[src/hw/efsc_pkg.sv]
// Constants for the parallel port FIFO service block.
// Assumes a 250 MHz core clock and an 11-bit port offset.
package efsc_pkg;

  // ***********************
  // Port offsets
  // ***********************
  localparam int          AW         = 11;
  localparam logic [10:0] OFS_AFIFO  = 11'h000;
  localparam logic [10:0] OFS_PINS   = 11'h002;
  localparam logic [10:0] OFS_DFIFO  = 11'h400;
  localparam logic [10:0] OFS_ECR    = 11'h402;
  localparam logic [10:0] OFS_CFG    = 11'h403;

  // ***********************
  // Field layouts and reset values
  // ***********************
  localparam int         ECR_EMPTY  = 0;
  localparam int         ECR_FULL   = 1;
  localparam int         ECR_SVC    = 2;
  localparam int         ECR_DMA    = 3;
  localparam int         ECR_ERRL   = 4;
  localparam int         ECR_MODE   = 5;
  localparam int         CFG_DIR    = 4;
  localparam int         CFG_ACKEN  = 5;
  localparam int         RLE_BIT    = 7;
  localparam logic [2:0] MODE_STD   = 3'h0;
  localparam logic [2:0] MODE_FIFO  = 3'h2;
  localparam logic [2:0] MODE_ECP   = 3'h3;
  localparam logic [2:0] MODE_TEST  = 3'h6;
  localparam logic [3:0] PINS_RST   = 4'hF;
  localparam logic [3:0] THR_RST    = 4'h7;

  // ***********************
  // FIFO and timing
  // ***********************
  localparam int         DEPTH      = 16;
  localparam logic [4:0] DEPTH_C    = 5'h10;
  localparam logic [4:0] THR_CAP    = 5'h0F;
  localparam logic [5:0] BURST_MAX  = 6'h20;
  localparam int         CLK_NS     = 4;
  localparam int         DACK_NS    = 350;
  localparam int         DACK_CYC   = (DACK_NS + CLK_NS - 1) / CLK_NS;
  localparam int         IRQ_NS     = 40;
  localparam int         IRQ_CYC    = IRQ_NS / CLK_NS;

  typedef enum logic [1:0] {TX_IDLE, TX_WAIT_HI, TX_WAIT_LO} efsc_tx_t;

endpackage : efsc_pkg

[src/hw/efsc_core.sv]
// FIFO service logic of an extended parallel port: host port, DMA, interrupts.
// Assumes a single 250 MHz clock; the peripheral, dack and tc pins are asynchronous to it, the host port inputs are not.
`timescale 1ns/10ps
`default_nettype none

module efsc_core (
  input  wire logic                   i_core_clk,
  input  wire logic                   i_rst,
  input  wire logic [efsc_pkg::AW-1:0] i_addr,
  input  wire logic [7:0]             i_wdata,
  input  wire logic                   i_wr,
  input  wire logic                   i_rd,
  output logic      [7:0]             o_rdata,
  input  wire logic                   i_dack_n,
  input  wire logic                   i_tc,
  output logic                        o_drq,
  output logic                        o_irq_o,
  output logic                        o_irq_oe,
  input  wire logic                   i_fault_n,
  input  wire logic                   i_ack_n,
  output logic      [3:0]             o_ctl_o,
  output logic      [3:0]             o_ctl_oe,
  output logic      [7:0]             o_tx_data,
  output logic                        o_tx_cmd,
  output logic                        o_tx_stb,
  input  wire logic                   i_tx_busy,
  input  wire logic                   i_rx_stb,
  input  wire logic                   i_rx_cmd,
  input  wire logic [7:0]             i_rx_data
);
  import efsc_pkg::*;

  // ***********************
  // Pin synchronisers
  // ***********************
  // Data pins are sampled beside their strobe; the peripheral must hold
  // them stable before the strobe edge, so a shared two-stage chain is enough.
  logic [14:0] pin_a_r, pin_b_r, pin_c_r;
  wire  [14:0] pins_in = {i_rx_data, i_rx_cmd, i_rx_stb, i_tx_busy,
                          i_ack_n, i_fault_n, i_tc, i_dack_n};
  always_ff @(posedge i_core_clk or posedge i_rst) begin
    if (i_rst) begin
      pin_a_r <= 15'h7FFF;
      pin_b_r <= 15'h7FFF;
      pin_c_r <= 15'h7FFF;
    end else begin
      pin_a_r <= pins_in;
      pin_b_r <= pin_a_r;
      pin_c_r <= pin_b_r;
    end
  end
  wire       dack    = ~pin_b_r[0];
  wire       tc      = pin_b_r[1];
  wire       fault   = ~pin_b_r[2];
  wire       fault_f = pin_c_r[2] & ~pin_b_r[2];
  wire       ack_r   = ~pin_c_r[3] & pin_b_r[3];
  wire       busy    = pin_b_r[4];
  wire       rx_edge = pin_b_r[5] & ~pin_c_r[5];
  wire       rx_cmd  = pin_b_r[6];
  wire [7:0] rx_data = pin_b_r[14:7];

  // ***********************
  // Control registers
  // ***********************
  logic [2:0] mode_r;
  logic       svc_r, dma_en_r, errl_r, dir_r, acken_r;
  logic [3:0] thr_r, pins_r;
  logic [4:0] cnt_r;
  wire        wr_reg  = i_wr & ~dack;
  wire        wr_ecr  = wr_reg & (i_addr == OFS_ECR);
  wire        wr_cfg  = wr_reg & (i_addr == OFS_CFG);
  wire        tc_ev   = tc & dack & dma_en_r & ~svc_r;
  wire        auto_md = (mode_r == MODE_FIFO) | (mode_r == MODE_ECP);
  wire        fifo_md = auto_md | (mode_r == MODE_TEST);
  wire        full    = (cnt_r == DEPTH_C);
  wire        empty   = (cnt_r == 5'h00);

  always_ff @(posedge i_core_clk or posedge i_rst) begin
    if (i_rst) begin
      mode_r   <= MODE_STD;
      svc_r    <= 1'b1;
      dma_en_r <= 1'b0;
      errl_r   <= 1'b1;
      dir_r    <= 1'b0;
      acken_r  <= 1'b0;
      thr_r    <= THR_RST;
      pins_r   <= PINS_RST;
    end else begin
      if (wr_ecr) begin
        mode_r   <= i_wdata[ECR_MODE +: 3];
        dma_en_r <= i_wdata[ECR_DMA];
        errl_r   <= i_wdata[ECR_ERRL];
      end
      if (tc_ev) begin
        svc_r <= 1'b1;
      end else if (wr_ecr) begin
        svc_r <= i_wdata[ECR_SVC];
      end
      if (wr_cfg) begin
        thr_r   <= i_wdata[3:0];
        dir_r   <= i_wdata[CFG_DIR];
        acken_r <= i_wdata[CFG_ACKEN];
      end
      if (wr_reg && (i_addr == OFS_PINS)) begin
        pins_r <= i_wdata[3:0];
      end
    end
  end

  // ***********************
  // Thresholds
  // ***********************
  // field plus one
  wire [4:0] thr_eff = {1'b0, thr_r} + 5'h01;
  wire [4:0] thr_use = (thr_eff == DEPTH_C) ? THR_CAP : thr_eff;
  wire [4:0] lvl     = DEPTH_C - thr_use;
  wire [4:0] free    = DEPTH_C - cnt_r;

  // ***********************
  // Shared FIFO and expansion
  // ***********************
  logic [8:0] mem_r [DEPTH];
  logic [3:0] wp_r, rp_r;
  logic [6:0] rle_n_r;
  logic       rle_p_r;
  logic [7:0] rep_n_r, rep_b_r;
  efsc_tx_t   tx_st_r;

  wire dma_wr  = i_wr & dack;
  wire dma_rd  = i_rd & dack;
  wire h_dwr   = dma_wr | (i_wr & ~dack & (i_addr == OFS_DFIFO));
  wire h_awr   = i_wr & ~dack & (i_addr == OFS_AFIFO) & (mode_r == MODE_ECP);
  wire h_rd    = dma_rd | (i_rd & ~dack & (i_addr == OFS_DFIFO));
  wire fwd_ok  = fifo_md & (~dir_r | (mode_r == MODE_TEST));
  wire rev_ok  = fifo_md & (dir_r | (mode_r == MODE_TEST));
  wire rev_ecp = (mode_r == MODE_ECP) & dir_r;
  wire host_pu = (h_dwr | h_awr) & fwd_ok;
  // channel addresses dropped, run count latched
  wire rx_take = rx_edge & rev_ecp & (rep_n_r == 8'h00);
  wire rx_pu   = rx_take & ~rx_cmd & ~rle_p_r;
  wire rep_pu  = (rep_n_r != 8'h00);
  wire tx_pop  = (tx_st_r == TX_IDLE) & auto_md & ~dir_r & ~empty & ~busy;
  wire host_po = h_rd & rev_ok & ~empty;
  wire do_push = (host_pu | rx_pu | rep_pu) & ~full;
  wire do_pop  = tx_pop | host_po;
  wire [8:0] push_d = rep_pu ? {1'b0, rep_b_r} :
                      rx_pu  ? {1'b0, rx_data} : {h_awr, i_wdata};
  wire [8:0] head = mem_r[rp_r];

  always_ff @(posedge i_core_clk) begin
    if (do_push) begin
      mem_r[wp_r] <= push_d;
    end
  end

  always_ff @(posedge i_core_clk or posedge i_rst) begin
    if (i_rst) begin
      wp_r    <= 4'h0;
      rp_r    <= 4'h0;
      cnt_r   <= 5'h00;
      rle_n_r <= 7'h00;
      rle_p_r <= 1'b0;
      rep_n_r <= 8'h00;
      rep_b_r <= 8'h00;
    end else if (!fifo_md) begin
      wp_r    <= 4'h0;
      rp_r    <= 4'h0;
      cnt_r   <= 5'h00;
      rle_p_r <= 1'b0;
      rep_n_r <= 8'h00;
    end else begin
      if (do_push) begin
        wp_r <= wp_r + 4'h1;
      end
      if (do_pop) begin
        rp_r <= rp_r + 4'h1;
      end
      cnt_r <= cnt_r + {4'h0, do_push} - {4'h0, do_pop};
      if (rx_take && rx_cmd && !rx_data[RLE_BIT]) begin
        rle_n_r <= rx_data[6:0];
        rle_p_r <= 1'b1;
      end else if (rx_take && !rx_cmd && rle_p_r) begin
        rep_n_r <= {1'b0, rle_n_r} + 8'h01;
        rep_b_r <= rx_data;
        rle_p_r <= 1'b0;
      end else if (rep_pu && !full) begin
        rep_n_r <= rep_n_r - 8'h01;
      end
    end
  end

  // ***********************
  // Forward transmit handshake
  // ***********************
  always_ff @(posedge i_core_clk or posedge i_rst) begin
    if (i_rst) begin
      tx_st_r   <= TX_IDLE;
      o_tx_stb  <= 1'b0;
      o_tx_data <= 8'h00;
      o_tx_cmd  <= 1'b0;
    end else begin
      case (tx_st_r)
        TX_IDLE: begin
          if (tx_pop) begin
            o_tx_data <= head[7:0];
            o_tx_cmd  <= head[8];
            o_tx_stb  <= 1'b1;
            tx_st_r   <= TX_WAIT_HI;
          end
        end
        TX_WAIT_HI: begin
          if (busy) begin
            o_tx_stb <= 1'b0;
            tx_st_r  <= TX_WAIT_LO;
          end
        end
        TX_WAIT_LO: begin
          if (!busy) begin
            tx_st_r <= TX_IDLE;
          end
        end
        default: tx_st_r <= TX_IDLE;
      endcase
    end
  end

  // ***********************
  // DMA request
  // ***********************
  logic [5:0] burst_r;
  logic [7:0] idle_r;
  logic       hold_r, tcb_r, svc_d_r;
  wire svc_fall = svc_d_r & ~svc_r;
  wire xfer     = dma_rd | dma_wr;
  wire idle_ok  = ({24'h0, idle_r} >= DACK_CYC);
  wire last_rd  = dma_rd & (cnt_r == 5'h01);
  wire last_wr  = dma_wr & (cnt_r == DEPTH_C - 5'h01);
  // reverse has data, forward has room
  wire drq_want = dir_r ? (~empty & ~last_rd) : (~full & ~last_wr);
  wire drq_nxt  = drq_want & dma_en_r & ~svc_r & auto_md & ~hold_r &
                  ~tcb_r & ~tc_ev & ~(xfer & (burst_r == BURST_MAX - 6'h01));

  always_ff @(posedge i_core_clk or posedge i_rst) begin
    if (i_rst) begin
      burst_r <= 6'h00;
      idle_r  <= 8'h00;
      hold_r  <= 1'b0;
      tcb_r   <= 1'b0;
      svc_d_r <= 1'b1;
      o_drq   <= 1'b0;
    end else begin
      svc_d_r <= svc_r;
      o_drq   <= drq_nxt;
      idle_r  <= dack ? 8'h00 : (idle_ok ? idle_r : idle_r + 8'h01);
      if (hold_r && idle_ok) begin
        hold_r  <= 1'b0;
        burst_r <= 6'h00;
      end else if (xfer) begin
        burst_r <= burst_r + 6'h01;
        hold_r  <= hold_r | (burst_r == BURST_MAX - 6'h01);
      end else if (!o_drq && idle_ok) begin
        burst_r <= 6'h00;
      end
      if (tc & dack) begin
        tcb_r <= 1'b1;
      end else if (svc_fall) begin
        tcb_r <= 1'b0;
      end
    end
  end

  // ***********************
  // Interrupt events and pulse
  // ***********************
  logic       cond_d_r, errl_d_r;
  logic [3:0] irq_cnt_r;
  wire cond    = ~svc_r & ~dma_en_r & auto_md &
                 (dir_r ? (cnt_r >= lvl) : (free >= lvl));
  wire svc_ev  = cond & ~cond_d_r;
  wire err_ev  = (~errl_r & fault_f) | (errl_d_r & ~errl_r & fault);
  wire ack_ev  = acken_r & ack_r;
  wire irq_ev  = svc_ev | err_ev | ack_ev | tc_ev;
  wire [3:0] irq_nxt = irq_ev ? IRQ_CYC[3:0] :
                       (irq_cnt_r != 4'h0) ? irq_cnt_r - 4'h1 : 4'h0;

  always_ff @(posedge i_core_clk or posedge i_rst) begin
    if (i_rst) begin
      cond_d_r  <= 1'b0;
      errl_d_r  <= 1'b1;
      irq_cnt_r <= 4'h0;
      o_irq_oe  <= 1'b0;
      o_irq_o   <= 1'b0;
    end else begin
      cond_d_r  <= cond;
      errl_d_r  <= errl_r;
      irq_cnt_r <= irq_nxt;
      o_irq_oe  <= (irq_nxt != 4'h0);
      o_irq_o   <= 1'b0;
    end
  end

  // ***********************
  // Control pins and read data
  // ***********************
  wire       std_md = (mode_r == MODE_STD);
  wire [7:0] ecr_rd = {mode_r, errl_r, dma_en_r, svc_r, full, empty};
  wire [7:0] cfg_rd = {2'b00, acken_r, dir_r, thr_r};
  wire [7:0] rd_nxt = h_rd ? head[7:0] :
                      (i_rd && i_addr == OFS_ECR)  ? ecr_rd :
                      (i_rd && i_addr == OFS_CFG)  ? cfg_rd :
                      (i_rd && i_addr == OFS_PINS) ? {4'h0, pins_r} : 8'h00;

  always_ff @(posedge i_core_clk or posedge i_rst) begin
    if (i_rst) begin
      o_rdata  <= 8'h00;
      o_ctl_o  <= 4'h0;
      o_ctl_oe <= 4'h0;
    end else begin
      o_rdata  <= rd_nxt;
      o_ctl_o  <= std_md ? 4'h0 : pins_r;
      o_ctl_oe <= std_md ? ~pins_r : 4'hF;
    end
  end
endmodule : efsc_core

`default_nettype wire

[config.mk]
export PLATFORM = sky130hd
export DESIGN_NAME = efsc_core
export DESIGN_NICKNAME = d
export VERILOG_FILES = /design/src/hw/efsc_pkg.sv /design/src/hw/efsc_core.sv
export SDC_FILE = /design/constraint.sdc
export NUM_CORES = 1
export LEC_CHECK = 0
export ABC_AREA = 1
export BUFFER_PORTS_ARGS = -buffer_cell sky130_fd_sc_hd__buf_4
export CORE_ASPECT_RATIO = 1.75
export CORE_MARGIN = 2
export CORE_UTILIZATION = 45
export CTS_BUF_LIST = sky130_fd_sc_hd__clkbuf_16
export DETAILED_ROUTE_END_ITERATION = 12
export PLACE_DENSITY = 0.71
export SYNTH_ARGS = -nofsm -noshare
export SYNTH_HDL_FRONTEND = slang
export SYNTH_SLANG_ARGS = --single-unit
[constraint.sdc]
create_clock -name i_core_clk -period 5.55 [get_ports i_core_clk]
set_clock_uncertainty 0.15 [all_clocks]
set_input_delay 0.2775 -clock i_core_clk [delete_from_list [all_inputs] [get_ports i_core_clk]]
set_output_delay 0.2775 -clock i_core_clk [all_outputs]
set_load 0.02 [all_outputs]
Word-level counts from Yosys, hierarchy flattened --
Memory sizes are Yosys's and may differ from the RTL's. Cells that the tools add are included.
Word-level totals: flip-flop bits (word level) 142, RAM bits 144, input bits 38, output and inout port bits 29, word-level logic and storage cells 243, memories kept 1
Memories:
- mem_r | depth 16, width 9, rd ports 1, clocked after memory_dff 0, wr ports 1, line efsc_core.sv:122 | logic [8:0] mem_r [DEPTH];
Operators by class: add/subtract/negate cells 12, $lt $le $gt $ge 3, equal/unequal tests 23, multiplexer cells 45, bitwise operators 90, reduce and logical (&&, ||, !) cells 34
Operator list (count):
- 2-to-1 mux 8 bit | 8
- AND 1 bit | 52
- 2-to-1 mux 4 bit | 9
- equality test 11 bit (second input constant) | 3
- 2-to-1 mux 6 bit | 4
- inverter 1 bit | 21
- 2-to-1 mux 9 bit | 2
- bitwise OR 1 bit | 16
- 2-to-1 mux 1 bit | 15
- equality test 11 x 2 -> 1 bit (second input constant) | 1
- logical AND 1 bit | 11
- logical NOT 11 bit | 1
- equality test 5 bit (second input constant) | 2
- greater-or-equal comparator 5 bit | 2
- 2-to-1 mux 5 bit | 2
- inequality test 2 bit (second input constant) | 5
- subtractor 5 bit (first input constant) | 2
- AND reduction 3 bit | 3
- adder 4 x 1 -> 4 bit (second input constant) | 2
- adder 7 x 1 -> 8 bit (second input constant) | 1
- adder 8 x 1 -> 8 bit (second input constant) | 1
- greater-or-equal comparator 8 x 7 -> 1 bit (second input constant) | 1
- logical NOT 8 bit | 1
- nonzero test 2 bit | 4
- other kinds (27) | 38

Longest topological paths before layout --
depth in word-level cells 13, mapped depth 20, gate-level depth less buffers 20

Worst setup path after synthesis --
Ideal clock, no wire load.
kind register to register, start reg cnt_r[1], end reg cnt_r[4], setup time 78 ps, arrival 2673 ps, required time 5322 ps, setup slack 2650 ps, cell stages (with the launch flop) 20, buffers on the path 0, period minus slack after synthesis 2900 ps, cell sequence dfrtp_1 -> inv_1 -> ha_1 -> nand2_1 -> inv_1 -> ha_1 -> inv_1 -> nand4_1 -> nor2_1 -> inv_1 -> nand2_2 -> ha_1 -> inv_1 -> ha_1 -> fa_1 -> nand2_1 -> a21oi_1 -> nor2_1 -> o21ai_0 -> a21oi_1
Between the ends: cells in the longest elaborated chain, start to end 7, elaborated cells between the ends (all ways) 12, classes of those cells 2 x add/sub; 1 x eq/ne; 1 x mux; 7 x bitwise; 1 x reduce/logical
Ends and longest elaborated chain:
- start: declaration | line efsc_core.sv:68 | logic [4:0] cnt_r;
- start signal: assignment | line efsc_core.sv:178 | cnt_r <= cnt_r + {4'h0, do_push} - {4'h0, do_pop};
- parallel branches: the longest is 5 deep, another holds adder 5 x 1 -> 5 bit
- subtractor 5 x 1 -> 5 bit * | line efsc_core.sv:178
- 2-to-1 mux 5 bit * | line efsc_core.sv:165 | end else if (!fifo_md) begin
Every way passes the cells marked *. A chain may end at the register's enable or synchronous reset.

Worst setup path after layout --
Ends and elaborated chain as after synthesis.

==> flow_metrics.tcl <==
set metrics [dict create \
    status "completed" \
    n_antenna_cell 0 \
    via_count 8829 \
    dr.pass1.iters 6 \
    rsz0062_at_grt "no" \
    cts_root_buf "clkbuf_16" \
    core_sq_um 27300 \
    dieWidth_um 130 \
    synth_area_sq_um 12500 \
    cpLargestDelayFamily "adder cells" \
    drtIter0Drc 721 \
    pwr-share-seq_pct 54.8 \
    ir_drop_mv 0.340 \
    track_usage_pct 21.3 \
    period_share_pct 71.5 \
    yosys_register_bits 283 \
    area_delta_synth_final_pct 15.4 \
    hold_violations 0 \
    wl_mm 30.1 \
    drv_cap 0 \
    internal_power_mw 3.26 \
    clk_pin_slew_ps 70 \
    setup_viol 0 \
    die_y_um 224 \
    mostFrequentLayoutCell "nand2_1" \
    power_density_nw_per_um2 291 \
    avgSynthCellArea_sq_um 10.2 \
    hp-class "in -> reg" \
    arrival_ps 4280 \
    final_area_sq_um 14400 \
    seqCellArea_sq_um 7860 \
    synth_edf_count 144 \
    htreeDepth 1 \
    crit_top_cell "inv_1" \
    period_needed_ps 3970 \
    crit_type "reg -> reg" \
    grt_pass1_wl_mm 47.3 \
    crit_fanout 11 \
    ys_types 50 \
    grt_max_degree 83 \
    path_cells "inv_1 -> ha_1 -> nand2_1 -> inv_1 -> ha_1 -> inv_1 -> nand4_1 -> nor2_1 -> inv_1 -> nand2_2 -> ha_1 -> inv_1 -> ha_1 -> fa_1 -> nand2_1 -> a21oi_1 -> nor2_1 -> o21ai_0 -> a21oi_1" \
    p_sw_uw 936 \
    worst-slew-pin-transition_ps 1150 \
    synth-async-reset-ratio_pct 49.1 \
    clock.fmax_ghz 0.252 \
    drive_gt1_share_pct 14.7 \
    antenna_found_initial 0 \
    final_cell_mix "nand2_1 (239), nor2_1 (149), edfxtp_1 (144)" \
    cts_made_buffers 25 \
    worst-path-buf-inv 5 \
    yosysWarnings 0 \
    comb_power_share_pct 5.3 \
    setup_tns_ps 0 \
    gp_congestion 0.935 \
    drc 0 \
    p_leak_nw 6.08 \
    multiInputGateArea_sq_um 3940 \
    io_buffer_count 65 \
    p_total_mw 4.19 \
    clockPowerShare_pct 39.8 \
    pin_count 67 \
    seq_area_frac_synth_pct 62.9 \
    fillers 2373 \
    critPathLaunchType "flop" \
    worstPathRequired_ps 5860 \
    placed_area_sq_um 13400 \
    dpl.hpwl_mm 21.2 \
    cp_slowest_cell "nor2_1" \
    overflow 0 \
    timing.slew.headroom_pct 23.1 \
    cts_buffer_depth 3 \
    rows 80 \
    clk_latency_ps 530 \
    grt_pass1_vias 8975 \
    swShare_pct 22.3 \
    cts_resized 0 \
    yosys_most_used_dff "edfxtp_1" \
    cp_slowest_stage_delay_ps 480 \
    dieArea_sq_um 29200 \
    postCtsSetupRepairBufs 0 \
    clkSinkCount 283 \
    syn-num-nets 1290 \
    routedWlPerCell_um 17.8 \
    vias_per_cell 5.20 \
    initial_utilization_pct 45.7 \
    cts_tree "done" \
    fin_nets 1382 \
    endpoint_kind "flop" \
    drv_slew 0 \
    netlist_instances 1219 \
    ant_nets 0 \
]
[state kept, by name, indices dropped and copies added (netlist names), 2 cells and up]
register	cells
o_tx_data	8
irq_cnt_r	4
o_rdata	8
pin_c_r	3
rle_n_r	7
pins_r	4
mem_r	144
pin_a_r	15
tx_st_r	2
idle_r	8
wp_r	4
cnt_r	5
burst_r	6
pin_b_r	15
rp_r	4
rep_b_r	8
mode_r	3
o_ctl_oe	4
thr_r	4
rep_n_r	8
o_ctl_o	4
[stage by stage]
| step | hold slack, ps | setup slack [ps] | util (%) | instances |
|---|---|---|---|---|
| 6_report | 115 | 1580 | 52.7 | 1698 |
| 3_5_place_dp | 197 | 1570 | 49.0 | 1628 |
| 5_1_grt | 166 | 1070 | 52.7 | 1698 |
| 3_3_place_gp | 196 | 1660 | 49.0 | 1628 |
| 2_1_floorplan | 132 | 1470 | - | 1219 |
| 4_1_cts | 92.9 | 1570 | 52.7 | 1698 |
[cells in the mapped netlist, types with 2 or more instances]
master     instances  share of area, %
nand2_1          239               7.2
o211ai_1          22               1.3
xnor2_1            7              0.49
nor2_4             2              0.18
nand2_4            2              0.18
xor2_1            16               1.1
o22ai_1           11              0.55
clkbuf_1          20              0.60
a21oi_1           24              0.96
dfrtp_1           95                19
buf_6              2              0.18
nor3_1            15              0.60
o21ai_1           10              0.40
edfxtp_1         144                35
o2111ai_1         13              0.91
inv_2              4              0.12
nand4_1            9              0.45
buf_2             10              0.40
or2_4              2              0.14
nor2_2             6              0.30
o21ai_0          107               4.3
nor2_1           149               4.5
nand2_2            8              0.40
nand3b_1           4              0.24
buf_4              4              0.24
nand3_1           56               2.2
inv_1            134               4.0
dfstp_2           44               9.3
o221ai_1           8              0.56
ha_1              32               3.2
[kinds of logic (layout without fill, tap and decap cells)]
kind of cell,after synthesis,count (layout),share of synthesized area (%)
simple gates,497,497,16.7
flops,283,283,62.9
compound gates,204,204,9.62
buf+inv,178,288,5.73
fa+ha+maj,33,33,3.37
xor+xnor,23,23,1.61
other cells,1,1,0.0300
[per-layer routing]
metal	up-vias	track usage, %	part of all wire, %
met1	4216	23.7	36
li1	4256	-	-
met4	0	11.8	5.9
met2	273	39.2	54
met5	-	0	0
met3	84	2.16	4.2
[power by group through the flow]
stage	sequential, mW	combinational [mW]	clock (mW)
finish	2.30	0.224	1.67
global route	2.31	0.254	1.79
CTS	2.30	0.226	1.70
detailed placement	2.34	0.211	0
global placement	2.34	0.204	0
floorplan	2.34	0.128	0
[path summary, 6_finish.rpt]
path / slack (ps) / end / cells past startpoint / from
worst max-delay path: 1580 / cnt_r[4] / 19 / cnt_r[1]
worst min-delay path: 110 / errl_r / 4 / i_addr[1]
worst max register to register: 1580 / cnt_r[4] / 19 / cnt_r[1]
worst min register to register: 200 / pin_b_r[10] / 0 / pin_a_r[10]
max in group asynchronous: 3760 / o_ctl_o[2] / 4 / i_rst
min in group asynchronous: 290 / idle_r[3] / 3 / i_rst
[worst min-delay path, delay by kind of cell]
kind / cells / cell delay, ps
and+or+nand+nor: 2 / 310
buffers and inverters: 1 / 120
AOI/OAI and AO/OA: 1 / 80
[area by class of cell]
cell class                      count  area share [%]
Clock buffer                       26            4.51
Multi-Input combinational cell    758            27.3
Sequential cell                   283            54.5
Timing Repair Buffer              103            5.80
Inverter                          140            3.71
Clock inverter                     19           0.920
Tap cell                          369            3.20
[repair_timing]
action / 4_1_cts / 5_1_grt
hold buffers: 25 / 0
setup endpoints to repair: 0 / 0
endpoints found under the hold margin: 90 / 0
Note: power is estimated with default switching activity, not from simulation.
